--- config.mk ---
export PLATFORM = sky130hd
export DESIGN_NAME = pmw_top
export DESIGN_NICKNAME = d
export VERILOG_FILES = /design/src/logic/pmw_pkg.sv /design/src/logic/pmw_len_avg.sv /design/src/logic/pmw_gap_gen.sv /design/src/logic/pmw_top.sv
export VERILOG_INCLUDE_DIRS = /design/src /design/src/logic
export SDC_FILE = /design/constraint.sdc
export NUM_CORES = 1
export LEC_CHECK = 0
export ABC_AREA = 1
export ABC_CLOCK_PERIOD_IN_PS = 20200
export BUFFER_PORTS_ARGS = -buffer_cell sky130_fd_sc_hd__buf_2
export CAP_MARGIN = 40
export CORE_MARGIN = 2
export CORE_UTILIZATION = 25
export DETAILED_ROUTE_END_ITERATION = 8
export PLACE_DENSITY = 0.36
export SYNTH_ARGS = -nofsm -noshare
export SYNTH_HDL_FRONTEND = slang
export SYNTH_SLANG_ARGS = --single-unit
--- constraint.sdc ---
create_clock -name i_clk_sys -period 20.2 [get_ports i_clk_sys]
set_input_delay 5.05 -clock i_clk_sys [delete_from_list [all_inputs] [get_ports i_clk_sys]]
set_output_delay 5.05 -clock i_clk_sys [all_outputs]
set_load 0.005 [all_outputs]
--- src/logic/pmw_defs.svh ---
// Register offsets, field positions, reset values and limits of the block
`ifndef PMW_DEFS_SVH
`define PMW_DEFS_SVH

// ----------------------------------------------------------------------
// Register byte offsets
// ----------------------------------------------------------------------
`define PMW_OFF_CTRL     8'h00
`define PMW_OFF_WIN      8'h04
`define PMW_OFF_MISS_LIM 8'h08
`define PMW_OFF_TOL      8'h0c
`define PMW_OFF_GAP      8'h10
`define PMW_OFF_PHASE    8'h14
`define PMW_OFF_PRESET   8'h18
`define PMW_OFF_TAUGHT   8'h1c
`define PMW_OFF_STAT     8'h20
`define PMW_OFF_INT_STAT 8'h24
`define PMW_OFF_INT_CLR  8'h28
`define PMW_OFF_INT_EN   8'h2c

// ----------------------------------------------------------------------
// Field positions
// ----------------------------------------------------------------------
`define PMW_CTRL_MODE_LSB 0
`define PMW_CTRL_MODE_MSB 1
`define PMW_CTRL_UPD_LSB  4
`define PMW_CTRL_UPD_MSB  6
`define PMW_INT_MARK_OK   0
`define PMW_INT_MARK_REJ  1
`define PMW_INT_ABSENT    2
`define PMW_INT_LEN_UPD   3
`define PMW_INT_GAP_DONE  4
`define PMW_INT_W         5

// ----------------------------------------------------------------------
// Reset values and setting limits
// ----------------------------------------------------------------------
`define PMW_RST_MODE      2'h1
`define PMW_RST_UPD       3'h0
`define PMW_RST_PRESET    24'h0003e8
`define PMW_RST_PHASE     16'h0064
`define PMW_WIN_MAX       14'h270f
`define PMW_MISS_MAX      7'h63
`define PMW_TOL_MAX       10'h3e7
`define PMW_GAP_MAX       14'h270f
`define PMW_UPD_MAX       3'h5

`endif

--- src/logic/pmw_pkg.sv ---
// Types shared by the print-mark window and correction block
`default_nettype none
package pmw_pkg;

  // Cutting mode, as written to the control register
  typedef enum logic [1:0] {
    PMW_MODE_OFF  = 2'b00,
    PMW_MODE_CUT  = 2'b01,
    PMW_MODE_MARK = 2'b10,
    PMW_MODE_RSV  = 2'b11
  } pmw_mode_e;

  // Gap generator sequence
  typedef enum logic [1:0] {
    PMW_GAP_IDLE = 2'b00,
    PMW_GAP_DIV  = 2'b01,
    PMW_GAP_RAMP = 2'b10
  } pmw_gap_e;

  typedef logic [23:0] pmw_len_t;

endpackage : pmw_pkg
`default_nettype wire

--- src/logic/pmw_len_avg.sv ---
// Running sum of measured mark spacings and its mean over a run
`timescale 1ns/1ps
`default_nettype none
module pmw_len_avg (
  // Clock and reset
  input  wire logic              i_clk_sys,
  input  wire logic              i_rst_b,
  // Samples
  input  wire logic              i_add,
  input  wire logic              i_first,
  input  wire pmw_pkg::pmw_len_t i_val,
  input  wire logic [2:0]        i_shift,
  // Mean including the current sample
  output logic [23:0]            o_avg
);
  import pmw_pkg::*;

  logic [27:0] sum_r;
  logic [27:0] sum_nxt;

  // Sum restarts with the first sample of a run
  always_comb begin
    sum_nxt = (i_first ? 28'h0 : sum_r) + {4'h0, i_val};
    o_avg   = 24'(sum_nxt >> i_shift);
  end

  // Sum register
  always_ff @(posedge i_clk_sys or negedge i_rst_b) begin
    if (!i_rst_b) begin
      sum_r <= 28'h0;
    end else if (i_add) begin
      sum_r <= sum_nxt;
    end
  end

endmodule : pmw_len_avg
`default_nettype wire

--- src/logic/pmw_gap_gen.sv ---
// Gap profile: ramps an extra travel to the gap distance over the phase
`timescale 1ns/1ps
`default_nettype none
module pmw_gap_gen (
  // Clock and reset
  input  wire logic        i_clk_sys,
  input  wire logic        i_rst_b,
  // Start of the post-cut phase and settings
  input  wire logic        i_start,
  input  wire logic [13:0] i_gap,
  input  wire logic [15:0] i_phase,
  // Profile
  output logic [13:0]      o_offs,
  output logic             o_busy,
  output logic             o_done
);
  import pmw_pkg::*;

  pmw_gap_e    state_r;
  logic [13:0] gap_r;
  logic [15:0] ph_r;
  logic [3:0]  idx_r;
  logic [15:0] rem_r;
  logic [13:0] quo_r;
  logic [15:0] cnt_r;
  logic [15:0] err_r;
  logic [16:0] trial;
  logic [16:0] err_sum;
  logic        carry;

  // Restoring division step and ramp remainder
  always_comb begin
    trial   = {rem_r, gap_r[idx_r]};
    err_sum = {1'b0, err_r} + {1'b0, rem_r};
    carry   = err_sum >= {1'b0, ph_r};
  end

  assign o_busy = (state_r != PMW_GAP_IDLE);

  // Divide gap by phase, then add quotient plus spread remainder per cycle
  always_ff @(posedge i_clk_sys or negedge i_rst_b) begin
    if (!i_rst_b) begin
      state_r <= PMW_GAP_IDLE;
      gap_r   <= 14'h0;
      ph_r    <= 16'h0;
      idx_r   <= 4'h0;
      rem_r   <= 16'h0;
      quo_r   <= 14'h0;
      cnt_r   <= 16'h0;
      err_r   <= 16'h0;
      o_offs  <= 14'h0;
      o_done  <= 1'b0;
    end else begin
      o_done <= 1'b0;
      if (i_start && i_gap != 14'h0) begin
        gap_r  <= i_gap;
        ph_r   <= i_phase;
        idx_r  <= 4'hd;
        rem_r  <= 16'h0;
        quo_r  <= 14'h0;
        o_offs <= 14'h0;
        if (i_phase == 16'h0) begin
          o_offs  <= i_gap;
          o_done  <= 1'b1;
          state_r <= PMW_GAP_IDLE;
        end else begin
          state_r <= PMW_GAP_DIV;
        end
      end else begin
        unique case (state_r)
          PMW_GAP_IDLE: begin
          end
          PMW_GAP_DIV: begin
            if (trial >= {1'b0, ph_r}) begin
              rem_r        <= 16'(trial - {1'b0, ph_r});
              quo_r[idx_r] <= 1'b1;
            end else begin
              rem_r <= trial[15:0];
            end
            idx_r <= idx_r - 4'h1;
            if (idx_r == 4'h0) begin
              state_r <= PMW_GAP_RAMP;
              cnt_r   <= ph_r;
              err_r   <= 16'h0;
            end
          end
          PMW_GAP_RAMP: begin
            // Steeper for short phases, flatter for long ones
            o_offs <= o_offs + quo_r + {13'h0, carry};
            err_r  <= carry ? 16'(err_sum - {1'b0, ph_r}) : err_sum[15:0];
            cnt_r  <= cnt_r - 16'h1;
            if (cnt_r == 16'h1) begin
              state_r <= PMW_GAP_IDLE;
              o_done  <= 1'b1;
            end
          end
          default: begin
            state_r <= PMW_GAP_IDLE;
          end
        endcase
      end
    end
  end

endmodule : pmw_gap_gen
`default_nettype wire

--- src/logic/pmw_top.sv ---
// Print-mark window, missing-mark watch, length correction and gap
//
// How it works
// - Window width 0..9999; zero accepts every detected mark.
// - With a window, marks outside it around the taught spot are ignored.
// - Teach high: next mark rising edge stores its sheet position.
// - Count sheets without a window mark; flag absent at the limit.
// - Missing-mark limit zero disables the absent output.
// - Update setting 0 off, 1 one cycle, 2 two, 3 four cycles.
// - Tolerance 0..999 decides whether a cycle is out of tolerance.
// - Gap 0..9999; nonzero adds extra roll travel after the cut.
// - Gap ramps over post-cut phase after a 14-cycle divide, slope scaled to its length.
// - Mark settings act only in mark mode, not cut-to-length.
//
// Design decisions made here: the strobed register port and the register addresses.
`timescale 1ns/1ps
`default_nettype none
`include "pmw_defs.svh"
module pmw_top (
  // Clock and reset
  input  wire logic              i_clk_sys,
  input  wire logic              i_rst_b,
  // Register port
  input  wire logic [7:0]        i_addr,
  input  wire logic [31:0]       i_wdata,
  input  wire logic              i_wr,
  input  wire logic              i_rd,
  output logic [31:0]            o_rdata,
  // Photocell and teach pins
  input  wire logic              i_mark,
  input  wire logic              i_teach,
  // Material position and cut strobe from the controller
  input  wire logic [31:0]       i_pos,
  input  wire logic              i_cut_stb,
  // Registration results
  output logic                   o_mark_stb,
  output logic [31:0]            o_mark_pos,
  output logic                   o_mark_absent,
  output pmw_pkg::pmw_len_t      o_len_preset,
  // Gap profile to the roll profile generator
  output logic [13:0]            o_gap_offs,
  output logic                   o_gap_busy,
  // Interrupt
  output logic                   o_irq
);
  import pmw_pkg::*;

  // --------------------------------------------------------------------
  // Declarations
  // --------------------------------------------------------------------
  logic [1:0]            mode_r;
  logic [2:0]            upd_r;
  logic [13:0]           win_r;
  logic [6:0]            miss_lim_r;
  logic [9:0]            tol_r;
  logic [13:0]           gap_r;
  logic [15:0]           phase_r;
  pmw_len_t              preset_r;
  logic [`PMW_INT_W-1:0] int_stat_r;
  logic [`PMW_INT_W-1:0] int_en_r;
  logic [`PMW_INT_W-1:0] int_evt;
  logic [2:0]            mark_sync_r;
  logic [1:0]            teach_sync_r;
  logic [31:0]           sheet_base_r;
  logic [31:0]           taught_r;
  logic                  taught_vld_r;
  logic [31:0]           last_mark_r;
  logic                  have_prev_r;
  logic                  got_mark_r;
  logic [6:0]            miss_cnt_r;
  logic [4:0]            run_r;
  logic                  dir_r;
  logic                  absent_d_r;
  logic                  pm_mode;
  logic                  mark_rise;
  logic                  teach_hit;
  logic [31:0]           rel;
  logic [31:0]           wdiff;
  logic [31:0]           wabs;
  logic                  in_win;
  logic                  mark_ok;
  logic                  mark_rej;
  pmw_len_t              meas;
  logic [24:0]           err;
  logic [24:0]           eabs;
  logic                  out_tol;
  logic                  eval;
  logic [4:0]            run_nxt;
  logic [4:0]            req;
  logic                  len_hit;
  logic [23:0]           avg;
  logic                  gap_done;
  logic                  wr_ctrl;

  // --------------------------------------------------------------------
  // Pin synchronisers
  // --------------------------------------------------------------------
  // Two stages before use, third stage only for the edge compare
  always_ff @(posedge i_clk_sys or negedge i_rst_b) begin
    if (!i_rst_b) begin
      mark_sync_r  <= 3'h0;
      teach_sync_r <= 2'h0;
    end else begin
      mark_sync_r  <= {mark_sync_r[1:0], i_mark};
      teach_sync_r <= {teach_sync_r[0], i_teach};
    end
  end

  // --------------------------------------------------------------------
  // Mark qualification
  // --------------------------------------------------------------------
  // Window test, teach capture and length error of the current mark
  always_comb begin
    pm_mode   = (mode_r == PMW_MODE_MARK);
    mark_rise = mark_sync_r[1] & ~mark_sync_r[2];
    teach_hit = pm_mode & teach_sync_r[1] & mark_rise;
    rel       = i_pos - sheet_base_r;
    wdiff     = rel - taught_r;
    wabs      = wdiff[31] ? 32'(-wdiff) : wdiff;
    in_win    = (win_r == 14'h0) | ~taught_vld_r | teach_hit
              | (wabs <= {19'h0, win_r[13:1]});
    mark_ok   = pm_mode & mark_rise & in_win;
    mark_rej  = pm_mode & mark_rise & ~in_win;
    meas      = 24'(i_pos - last_mark_r);
    err       = {1'b0, meas} - {1'b0, preset_r};
    eabs      = err[24] ? 25'(-err) : err;
    out_tol   = eabs > {15'h0, tol_r};
    eval      = mark_ok & have_prev_r & (upd_r != 3'h0);
    req       = 5'h1 << (upd_r - 3'h1);
    if (!out_tol) begin
      run_nxt = 5'h0;
    end else if (run_r != 5'h0 && err[24] == dir_r) begin
      run_nxt = run_r + 5'h1;
    end else begin
      run_nxt = 5'h1;
    end
    len_hit   = eval & out_tol & (run_nxt == req);
  end

  // Mean of the measured spacings over the current run
  pmw_len_avg u_avg (
    .i_clk_sys (i_clk_sys),
    .i_rst_b   (i_rst_b),
    .i_add     (eval & out_tol),
    .i_first   (run_nxt == 5'h1),
    .i_val     (meas),
    .i_shift   (upd_r - 3'h1),
    .o_avg     (avg)
  );

  // --------------------------------------------------------------------
  // Teach and mark tracking
  // --------------------------------------------------------------------
  // Taught spot is kept relative to the sheet start
  always_ff @(posedge i_clk_sys or negedge i_rst_b) begin
    if (!i_rst_b) begin
      taught_r     <= 32'h0;
      taught_vld_r <= 1'b0;
    end else if (teach_hit) begin
      taught_r     <= rel;
      taught_vld_r <= 1'b1;
    end
  end

  // Accepted mark strobe and position
  always_ff @(posedge i_clk_sys or negedge i_rst_b) begin
    if (!i_rst_b) begin
      o_mark_stb  <= 1'b0;
      o_mark_pos  <= 32'h0;
      last_mark_r <= 32'h0;
      have_prev_r <= 1'b0;
    end else begin
      o_mark_stb <= mark_ok;
      if (mark_ok) begin
        o_mark_pos  <= i_pos;
        last_mark_r <= i_pos;
        have_prev_r <= 1'b1;
      end
      if (!pm_mode) begin
        have_prev_r <= 1'b0;
      end
    end
  end

  // --------------------------------------------------------------------
  // Missing-mark supervision
  // --------------------------------------------------------------------
  // Each cut closes a sheet; a sheet without a window mark counts
  always_ff @(posedge i_clk_sys or negedge i_rst_b) begin
    if (!i_rst_b) begin
      sheet_base_r  <= 32'h0;
      got_mark_r    <= 1'b0;
      miss_cnt_r    <= 7'h0;
      o_mark_absent <= 1'b0;
      absent_d_r    <= 1'b0;
    end else begin
      absent_d_r <= o_mark_absent;
      if (i_cut_stb) begin
        sheet_base_r <= i_pos;
        got_mark_r   <= 1'b0;
        if (!pm_mode || got_mark_r || mark_ok) begin
          miss_cnt_r <= 7'h0;
        end else if (miss_cnt_r != `PMW_MISS_MAX) begin
          miss_cnt_r <= miss_cnt_r + 7'h1;
        end
      end else if (mark_ok) begin
        got_mark_r <= 1'b1;
      end
      o_mark_absent <= pm_mode && (miss_lim_r != 7'h0)
                    && (miss_cnt_r >= miss_lim_r);
    end
  end

  // --------------------------------------------------------------------
  // Length correction run
  // --------------------------------------------------------------------
  // Run of same-direction errors; preset overwritten at the count
  always_ff @(posedge i_clk_sys or negedge i_rst_b) begin
    if (!i_rst_b) begin
      run_r    <= 5'h0;
      dir_r    <= 1'b0;
      preset_r <= `PMW_RST_PRESET;
    end else begin
      if (eval) begin
        run_r <= len_hit ? 5'h0 : run_nxt;
        dir_r <= err[24];
      end else if (!pm_mode || upd_r == 3'h0) begin
        run_r <= 5'h0;
      end
      if (i_wr && i_addr == `PMW_OFF_PRESET) begin
        preset_r <= i_wdata[23:0];
      end else if (len_hit) begin
        preset_r <= avg;
      end
    end
  end

  assign o_len_preset = preset_r;

  // --------------------------------------------------------------------
  // Gap after the cut
  // --------------------------------------------------------------------
  pmw_gap_gen u_gap (
    .i_clk_sys (i_clk_sys),
    .i_rst_b   (i_rst_b),
    .i_start   (i_cut_stb),
    .i_gap     (gap_r),
    .i_phase   (phase_r),
    .o_offs    (o_gap_offs),
    .o_busy    (o_gap_busy),
    .o_done    (gap_done)
  );

  // --------------------------------------------------------------------
  // Register writes
  // --------------------------------------------------------------------
  assign wr_ctrl = i_wr && (i_addr == `PMW_OFF_CTRL);

  // Settings are clamped to their ranges on write
  always_ff @(posedge i_clk_sys or negedge i_rst_b) begin
    if (!i_rst_b) begin
      mode_r     <= `PMW_RST_MODE;
      upd_r      <= `PMW_RST_UPD;
      win_r      <= 14'h0;
      miss_lim_r <= 7'h0;
      tol_r      <= 10'h0;
      gap_r      <= 14'h0;
      phase_r    <= `PMW_RST_PHASE;
      int_en_r   <= '0;
    end else if (i_wr) begin
      if (wr_ctrl) begin
        mode_r <= i_wdata[`PMW_CTRL_MODE_MSB:`PMW_CTRL_MODE_LSB];
        upd_r  <= (i_wdata[`PMW_CTRL_UPD_MSB:`PMW_CTRL_UPD_LSB]
                   > `PMW_UPD_MAX) ? `PMW_UPD_MAX
                 : i_wdata[`PMW_CTRL_UPD_MSB:`PMW_CTRL_UPD_LSB];
      end
      unique case (i_addr)
        `PMW_OFF_WIN: win_r <= (i_wdata > 32'(`PMW_WIN_MAX))
                              ? `PMW_WIN_MAX : i_wdata[13:0];
        `PMW_OFF_MISS_LIM: miss_lim_r <= (i_wdata > 32'(`PMW_MISS_MAX))
                              ? `PMW_MISS_MAX : i_wdata[6:0];
        `PMW_OFF_TOL: tol_r <= (i_wdata > 32'(`PMW_TOL_MAX))
                              ? `PMW_TOL_MAX : i_wdata[9:0];
        `PMW_OFF_GAP: gap_r <= (i_wdata > 32'(`PMW_GAP_MAX))
                              ? `PMW_GAP_MAX : i_wdata[13:0];
        `PMW_OFF_PHASE: phase_r <= i_wdata[15:0];
        `PMW_OFF_INT_EN: int_en_r <= i_wdata[`PMW_INT_W-1:0];
        default: begin
        end
      endcase
    end
  end

  // --------------------------------------------------------------------
  // Interrupts
  // --------------------------------------------------------------------
  always_comb begin
    int_evt                    = '0;
    int_evt[`PMW_INT_MARK_OK]  = mark_ok;
    int_evt[`PMW_INT_MARK_REJ] = mark_rej;
    int_evt[`PMW_INT_ABSENT]   = o_mark_absent & ~absent_d_r;
    int_evt[`PMW_INT_LEN_UPD]  = len_hit;
    int_evt[`PMW_INT_GAP_DONE] = gap_done;
  end

  // Sticky status; a new event beats a clear in the same cycle
  always_ff @(posedge i_clk_sys or negedge i_rst_b) begin
    if (!i_rst_b) begin
      int_stat_r <= '0;
    end else if (i_wr && i_addr == `PMW_OFF_INT_CLR) begin
      int_stat_r <= (int_stat_r & ~i_wdata[`PMW_INT_W-1:0]) | int_evt;
    end else begin
      int_stat_r <= int_stat_r | int_evt;
    end
  end

  // Level output while any enabled status bit is set
  assign o_irq = |(int_stat_r & int_en_r);

  // --------------------------------------------------------------------
  // Register reads
  // --------------------------------------------------------------------
  // Data valid the cycle after the read strobe only; unmapped reads zero
  always_ff @(posedge i_clk_sys or negedge i_rst_b) begin
    if (!i_rst_b) begin
      o_rdata <= 32'h0;
    end else if (!i_rd) begin
      o_rdata <= 32'h0;
    end else begin
      unique case (i_addr)
        `PMW_OFF_CTRL:     o_rdata <= {25'h0, upd_r, 2'h0, mode_r};
        `PMW_OFF_WIN:      o_rdata <= {18'h0, win_r};
        `PMW_OFF_MISS_LIM: o_rdata <= {25'h0, miss_lim_r};
        `PMW_OFF_TOL:      o_rdata <= {22'h0, tol_r};
        `PMW_OFF_GAP:      o_rdata <= {18'h0, gap_r};
        `PMW_OFF_PHASE:    o_rdata <= {16'h0, phase_r};
        `PMW_OFF_PRESET:   o_rdata <= {8'h0, preset_r};
        `PMW_OFF_TAUGHT:   o_rdata <= taught_r;
        `PMW_OFF_STAT:     o_rdata <= {15'h0, taught_vld_r, 3'h0,
                                       run_r, 1'b0, miss_cnt_r};
        `PMW_OFF_INT_STAT: o_rdata <= {27'h0, int_stat_r};
        `PMW_OFF_INT_EN:   o_rdata <= {27'h0, int_en_r};
        default:           o_rdata <= 32'h0;
      endcase
    end
  end

endmodule : pmw_top
`default_nettype wire

# Word-level counts from Yosys, hierarchy flattened
# Cells that the tools add are included.
[totals] wordCells=209 regBits=393 input_bits=79 out_inout_bits=106
[op_classes] n_mux=51 shift=2 add_sub_neg=17 n_reduce_logical=43 order_cmp=11 n_eq_ne=24 bitwise_logic=25
[ops] cell="case mux 32 bit (11 select lines)" n=1
[ops] cell="2-to-1 mux 14 bit" n=7
[ops] cell="2-to-1 mux 16 bit" n=6
[ops] cell="2-to-1 mux 32 bit" n=2
[ops] cell="case mux 16 bit (2 select lines)" n=2
[ops] cell="subtractor 32 bit" n=2
[ops] cell="2-to-1 mux 24 bit" n=2
[ops] cell="greater-or-equal comparator 17 x 16 -> 1 bit" n=2
[ops] cell="== test 8 x 5 -> 1 bit (second input constant)" n=4
[ops] cell="== test 8 x 6 -> 1 bit (second input constant)" n=4
[ops] cell="> comparator 32 x 10 -> 1 bit (second input constant)" n=1
[ops] cell="> comparator 32 x 14 -> 1 bit (second input constant)" n=1
[ops] cell="> comparator 32 x 7 -> 1 bit (second input constant)" n=1
[ops] cell="<= comparator 32 x 13 -> 1 bit" n=1
[ops] cell="negation 32 bit" n=1
[ops] cell="subtractor 16 bit" n=2
[ops] cell="2-to-1 mux 5 bit" n=6
[ops] cell="adder 28 x 24 -> 28 bit" n=1
[ops] cell="2-to-1 mux 28 bit" n=1
[ops] cell="right shift 28 x 3 -> 24 bit" n=1
[ops] cell="> comparator 25 x 10 -> 1 bit" n=1
[ops] cell="2-to-1 mux 25 bit" n=1
[ops] cell="negation 25 bit" n=1
[ops] cell="subtractor 24 x 24 -> 25 bit" n=1
[ops] cell="other kinds (58)" n=121

# Depth between registers and ports, before layout
[logic_depth] ltp_word=13 ltp_mapped=85 mapped_depth_nobuf=82

# By module
# A second synthesis with hierarchy kept.
[unflattened] hier_cells=5229 hier_area_um2=33940.1
[modules_own_cells] module="pmw_top" area_per_inst_um2=20298.2 cells_each=3022 n_inst=1
[modules_own_cells] module="pmw_gap_gen" area_per_inst_um2=9470.3 cells_each=1432 n_inst=1
[modules_own_cells] module="pmw_len_avg" area_per_inst_um2=4171.5 cells_each=775 n_inst=1

# Worst setup path after synthesis
# Ideal clock, no wire load.
[synth_path] path_type="input to register" from="in i_pos[0]" to="reg preset_r[15] (netlist: o_len_preset[15])" setup_slack_ns=6.181 cell_stages=79 t_required_ns=20.126 arrival_time_ns=13.945 n_path_buf=3 path_cell_list="inv_1 -> ha_1 -> inv_1 -> fa_1 -> nand3_1 -> nand2_1 -> a21oi_1 -> o21bai_1 -> a21o_1 -> a21oi_1 -> o21ai_0 -> nand3_1 -> nand2_1 -> nand3_1 -> nand2_1 -> nand3_1 -> nand2_1 -> nand3_1 -> [... 43 more ...] -> a21boi_0 -> inv_1 -> nand2_1 -> o211ai_1 -> nand2_1 -> nand2_1 -> a21o_1 -> nand2_1 -> nand2_1 -> xnor2_1 -> nand2_1 -> o21ai_0 -> or2_2 -> nand3_1 -> nand3_1 -> nand2_1 -> nand2_1 -> o21ai_2"
[synth_between] elab_chain_len=12
[synth_lines] element="from (decl)" line_no="pmw_top.sv:33" source="input wire logic [31:0] i_pos,"
[synth_lines] element="subtractor 24 bit / subtractor 32 bit (equally long branches)" line_no="pmw_top.sv:124, pmw_top.sv:117"
[synth_lines] element="subtractor 24 x 24 -> 25 bit / subtractor 32 bit (equally long branches)" line_no="pmw_top.sv:125, pmw_top.sv:118"
[synth_lines] element="negation 25 bit (tied with other cells)" line_no="pmw_top.sv:126" source="eabs = err[24] ? 25'(-err) : err;"
[synth_lines] element="2-to-1 mux 25 bit (tied with other cells)" line_no="pmw_top.sv:126"
[synth_lines] element="> comparator 25 x 10 -> 1 bit (tied with other cells)" line_no="pmw_top.sv:127" source="out_tol = eabs > {15'h0, tol_r};"
[synth_lines] element="2-to-1 mux 5 bit / bitwise OR 1 bit (equally long branches)" line_no="pmw_top.sv:130, pmw_top.sv:121"
[synth_lines] element="== test 5 x 1 -> 1 bit / AND 1 bit (equally long branches)" line_no="pmw_top.sv:145, pmw_top.sv:122"
[synth_lines] element="2-to-1 mux 28 bit / AND 1 bit (equally long branches)" line_no="pmw_len_avg.sv:23, pmw_top.sv:128"
[synth_lines] element="adder 28 x 24 -> 28 bit / AND 1 bit (equally long branches)" line_no="pmw_len_avg.sv:23, pmw_top.sv:128"
[synth_lines] element="right shift 28 x 3 -> 24 bit / AND 1 bit (equally long branches)" line_no="pmw_len_avg.sv:24, pmw_top.sv:137"
[synth_lines] element="2-to-1 mux 24 bit / AND 1 bit (equally long branches)" line_no="pmw_top.sv:232, pmw_top.sv:137"
[synth_lines] element="2-to-1 mux 24 bit / nonzero test 2 bit (equally long branches)"
[synth_lines] element="to (signal assigned)" line_no="pmw_top.sv:222" source="preset_r <= `PMW_RST_PRESET;"
[synth_lines] element="to (signal assigned)" line_no="pmw_top.sv:231" source="preset_r <= i_wdata[23:0];"
[synth_lines] element="to (signal assigned)" line_no="pmw_top.sv:233" source="preset_r <= avg;"
[synth_lines] element="to (decl)" line_no="pmw_top.sv:58" source="pmw_len_t preset_r;"
# Several ways; a longest one is shown, not always the timed one. The select of a mux whose other input is x is not followed.
# A chain may end at the register's enable or synchronous reset.

# Final worst setup path
[layout_path] from="in i_pos[0]" to="reg preset_r[20] (netlist: o_len_preset[20])"
# The elaborated chain is that of the path after synthesis.

==> reports/qor.yml <==
outcome: "finished clean"
hold_class: "reg2reg"
pin_count: 185
worstPathArrival_ns: 16.12
dpl.hpwl_um: 105000
timing.critical_path.from: "i_pos[0]"
power_w: 0.00606
start_util_pct: 25.3
setup_ws_ns: 4.63
grt_antenna_before_repair: 13
yosysMostFrequentCell: "nand2_1"
routedWlPerCell_um: 20.0
crit_type: "in2reg"
gr-usage-met2_pct: 30.4
post_dp_cell_area_mm2: 0.0343
period_minus_slack_ns: 15.57
finalWirelength_um: 130000
required_ns: 20.76
coreArea_mm2: 0.124
yosys_most_used_dff: "dfrtp_1"
design_area_mm2: 0.0362
grt_setup_unrepaired: "no"
cts_root_buf: "clkbuf_16"
synth_cells: 4629
postSynth.asyncResetShare_pct: 100
gr-usage-met1_pct: 29.3
synth-edff-count: 0
max_stage_delay_ns: 0.62
clkPwrFrac_pct: 17.3
finalCritPeriodShare_pct: 77.1
cts_max_level: 2
fp-row-count: 129
syn_area_per_cell_um2: 6.77
yosys-top-cells-area: "dfrtp_1 (31%), nand2_1 (15%), ha_1 (9.7%), inv_1 (8.5%), o21ai_0 (6.4%)"
cpMaxStageDelayCell: "inv_2"
via_per_inst: 4.70
cts_buffer_depth: 3
critical_path.most_common_cell: "nand2_1"
yosysTopAreaCell: "dfrtp_1"
pre_cts_slack_ns: 4.01
setup_violations: 0
setup_tns_ns: 0
synth.distinct_cells: 67
globalRouteOverflowTotal: 0
max_cap_viol_count: 0
end_kind: "flop"
crit_fanout: 37
reg2reg_from: "last_mark_r[0]"
die_x_um: 358
hold_depth: 0
cts-resized-gates: 0
fin_skew_ns: 0.0320
cts_tree: "built"
numCtsBuffers: 54
rr_endpoint: "o_len_preset[20]"
grt_usage_pct: 20.1
whs_endpoint: "mark_sync_r[1]"
postCtsHoldBufs: 0
combPwrFrac_pct: 64.7
vias: 30448
p_switching_w: 0.00322
grt_busiest_layer: "met2"
drc: 0
yosys_register_bits: 393
ir_drop_v: 0.0000814
final-seq-area_mm2: 0.00985
fp.dieH_um: 358
rrSetupSlack_ns: 8.85
multi_input_area_mm2: 0.0183
slew_violations: 0
final_nets: 5132
swShare_pct: 53.2
hold_viol_final: 0
drtPass1Iterations: 6
drive_above_1_share_pct: 8.03
powerDensity_mw_per_mm2: 167
synthTopCellsByCount: "nand2_1 (1267), inv_1 (708), o21ai_0 (398), dfrtp_1 (383), nor2_1 (382)"
cts_sinks: 393
leakagePower_nw: 18.6
place.gp.congestion: 0.880
slew_headroom_pct: 42.8
die_area_mm2: 0.128
yosysWarnings: 0
antenna_left: 0
drtIter0Drc: 2359
syn_nets: 4960
grt_max_degree: 128
port_buffers: 184
tightest_slew_ns: 0.855
area_growth_pct: 15.6
num-fill-cells: 13852
clk_latency_ns: 0.68
rr_worst_depth: 80
grt_pass1_vias: 29795
met3_usage_pct: 3.41
hold_start: "mark_sync_r[0]"
grt_pass1_wl_um: 193000
hold_slack_ns: 0.352
power.internal_w: 0.00284
clk_pin_slew_ns: 0.05
yosys.area.top_type_share_pct: 30.6
start_kind: "primary input"
cts_setup_buffers: 0
max_freq_mhz: 64.2
seq_area_frac_synth_pct: 31.4
syn_area_mm2: 0.0313
p_seq_share_pct: 18.0
[how the worst max path moves through the flow]
stage	endpoint	slack (ns)	depth (start not counted)
after floorplan	o_len_preset[15]	6.18	79
after global placement	o_len_preset[20]	4.02	82
after detailed placement	o_len_preset[15]	4.01	79
after CTS	o_len_preset[20]	4.68	82
after global routing	o_len_preset[15]	3.39	79
final	o_len_preset[20]	4.63	82
[area by class of cell]
type                    count  area share (%)
repair buffers            227            3.80
clock inverters            25           0.916
diodes                      2          0.0138
clock buffers              76            4.38
inverters                 731            7.58
multi-input cells        3394            50.5
well taps                1637            5.66
flip-flops and latches    393            27.2
[flip-flops by register name, summed over array words and instances (netlist names), 7 cells and up]
name          cells
u_gap.o_offs     14
u_avg.sum_r      28
phase_r          16
o_len_preset     24
u_gap.quo_r      14
u_gap.rem_r      16
u_gap.cnt_r      16
tol_r            10
gap_r            14
win_r            14
o_rdata          32
miss_cnt_r        7
u_gap.ph_r       16
u_gap.err_r      16
taught_r         32
last_mark_r      32
miss_lim_r        7
u_gap.gap_r      14
sheet_base_r     32
[per-stage QoR]
stage	instances	utilization (%)
finish	6485	29.2
global route	6483	29.2
CTS	6483	29.2
detailed placement	6382	27.7
global placement	6370	27.5
floorplan	4629	-
[cells by family after synthesis]
group,Yosys count,synth area share [%]
AOI/OAI and AO/OA,866,15.4
xor gates and xnor gates,162,4.58
adders and majority gates,252,10.3
buffers and inverters,842,10.3
DFF,393,31.4
muxes,1,0.0320
and+or+nand+nor,2113,27.9
[per-layer routing]
metal / up-vias / wire (um)
met1: 14217 / 65000
met5: - / 51
met2: 678 / 54700
met4: 8 / 3520
li1: 15413 / -
met3: 132 / 6480
[worst max-delay path, delay by kind of cell]
kind / cells / cell delay [ns]
fa+ha+maj: 6 / 1.82
simple gates: 41 / 3.78
xor+xnor: 3 / 0.52
compound gates: 19 / 3.14
buf+inv: 13 / 1.76
[power groups by stage]
stage / sequential (W) / combinational [W] / clock [W]
final: 0.00109 / 0.00392 / 0.00105
after global routing: 0.00111 / 0.00449 / 0.00111
after CTS: 0.00109 / 0.00396 / 0.00108
after detailed placement: 0.00110 / 0.00394 / 0
after global placement: 0.00111 / 0.00395 / 0
after floorplan: 0.00104 / 0.00280 / 0
[cells in the final DEF, fill, tap and decap left out, types with 41 or more instances in the layout]
cell type	instances
nand4_1	60
a21oi_1	242
o22ai_1	51
clkbuf_16	54
nand2_1	1266
nand3_1	292
inv_1	708
o21ai_0	398
ha_1	242
nor2_1	381
xor2_1	118
xnor2_1	41
dfrtp_1	383
nor3_1	52
buf_2	183
Note: power is estimated with default switching activity, not from simulation.
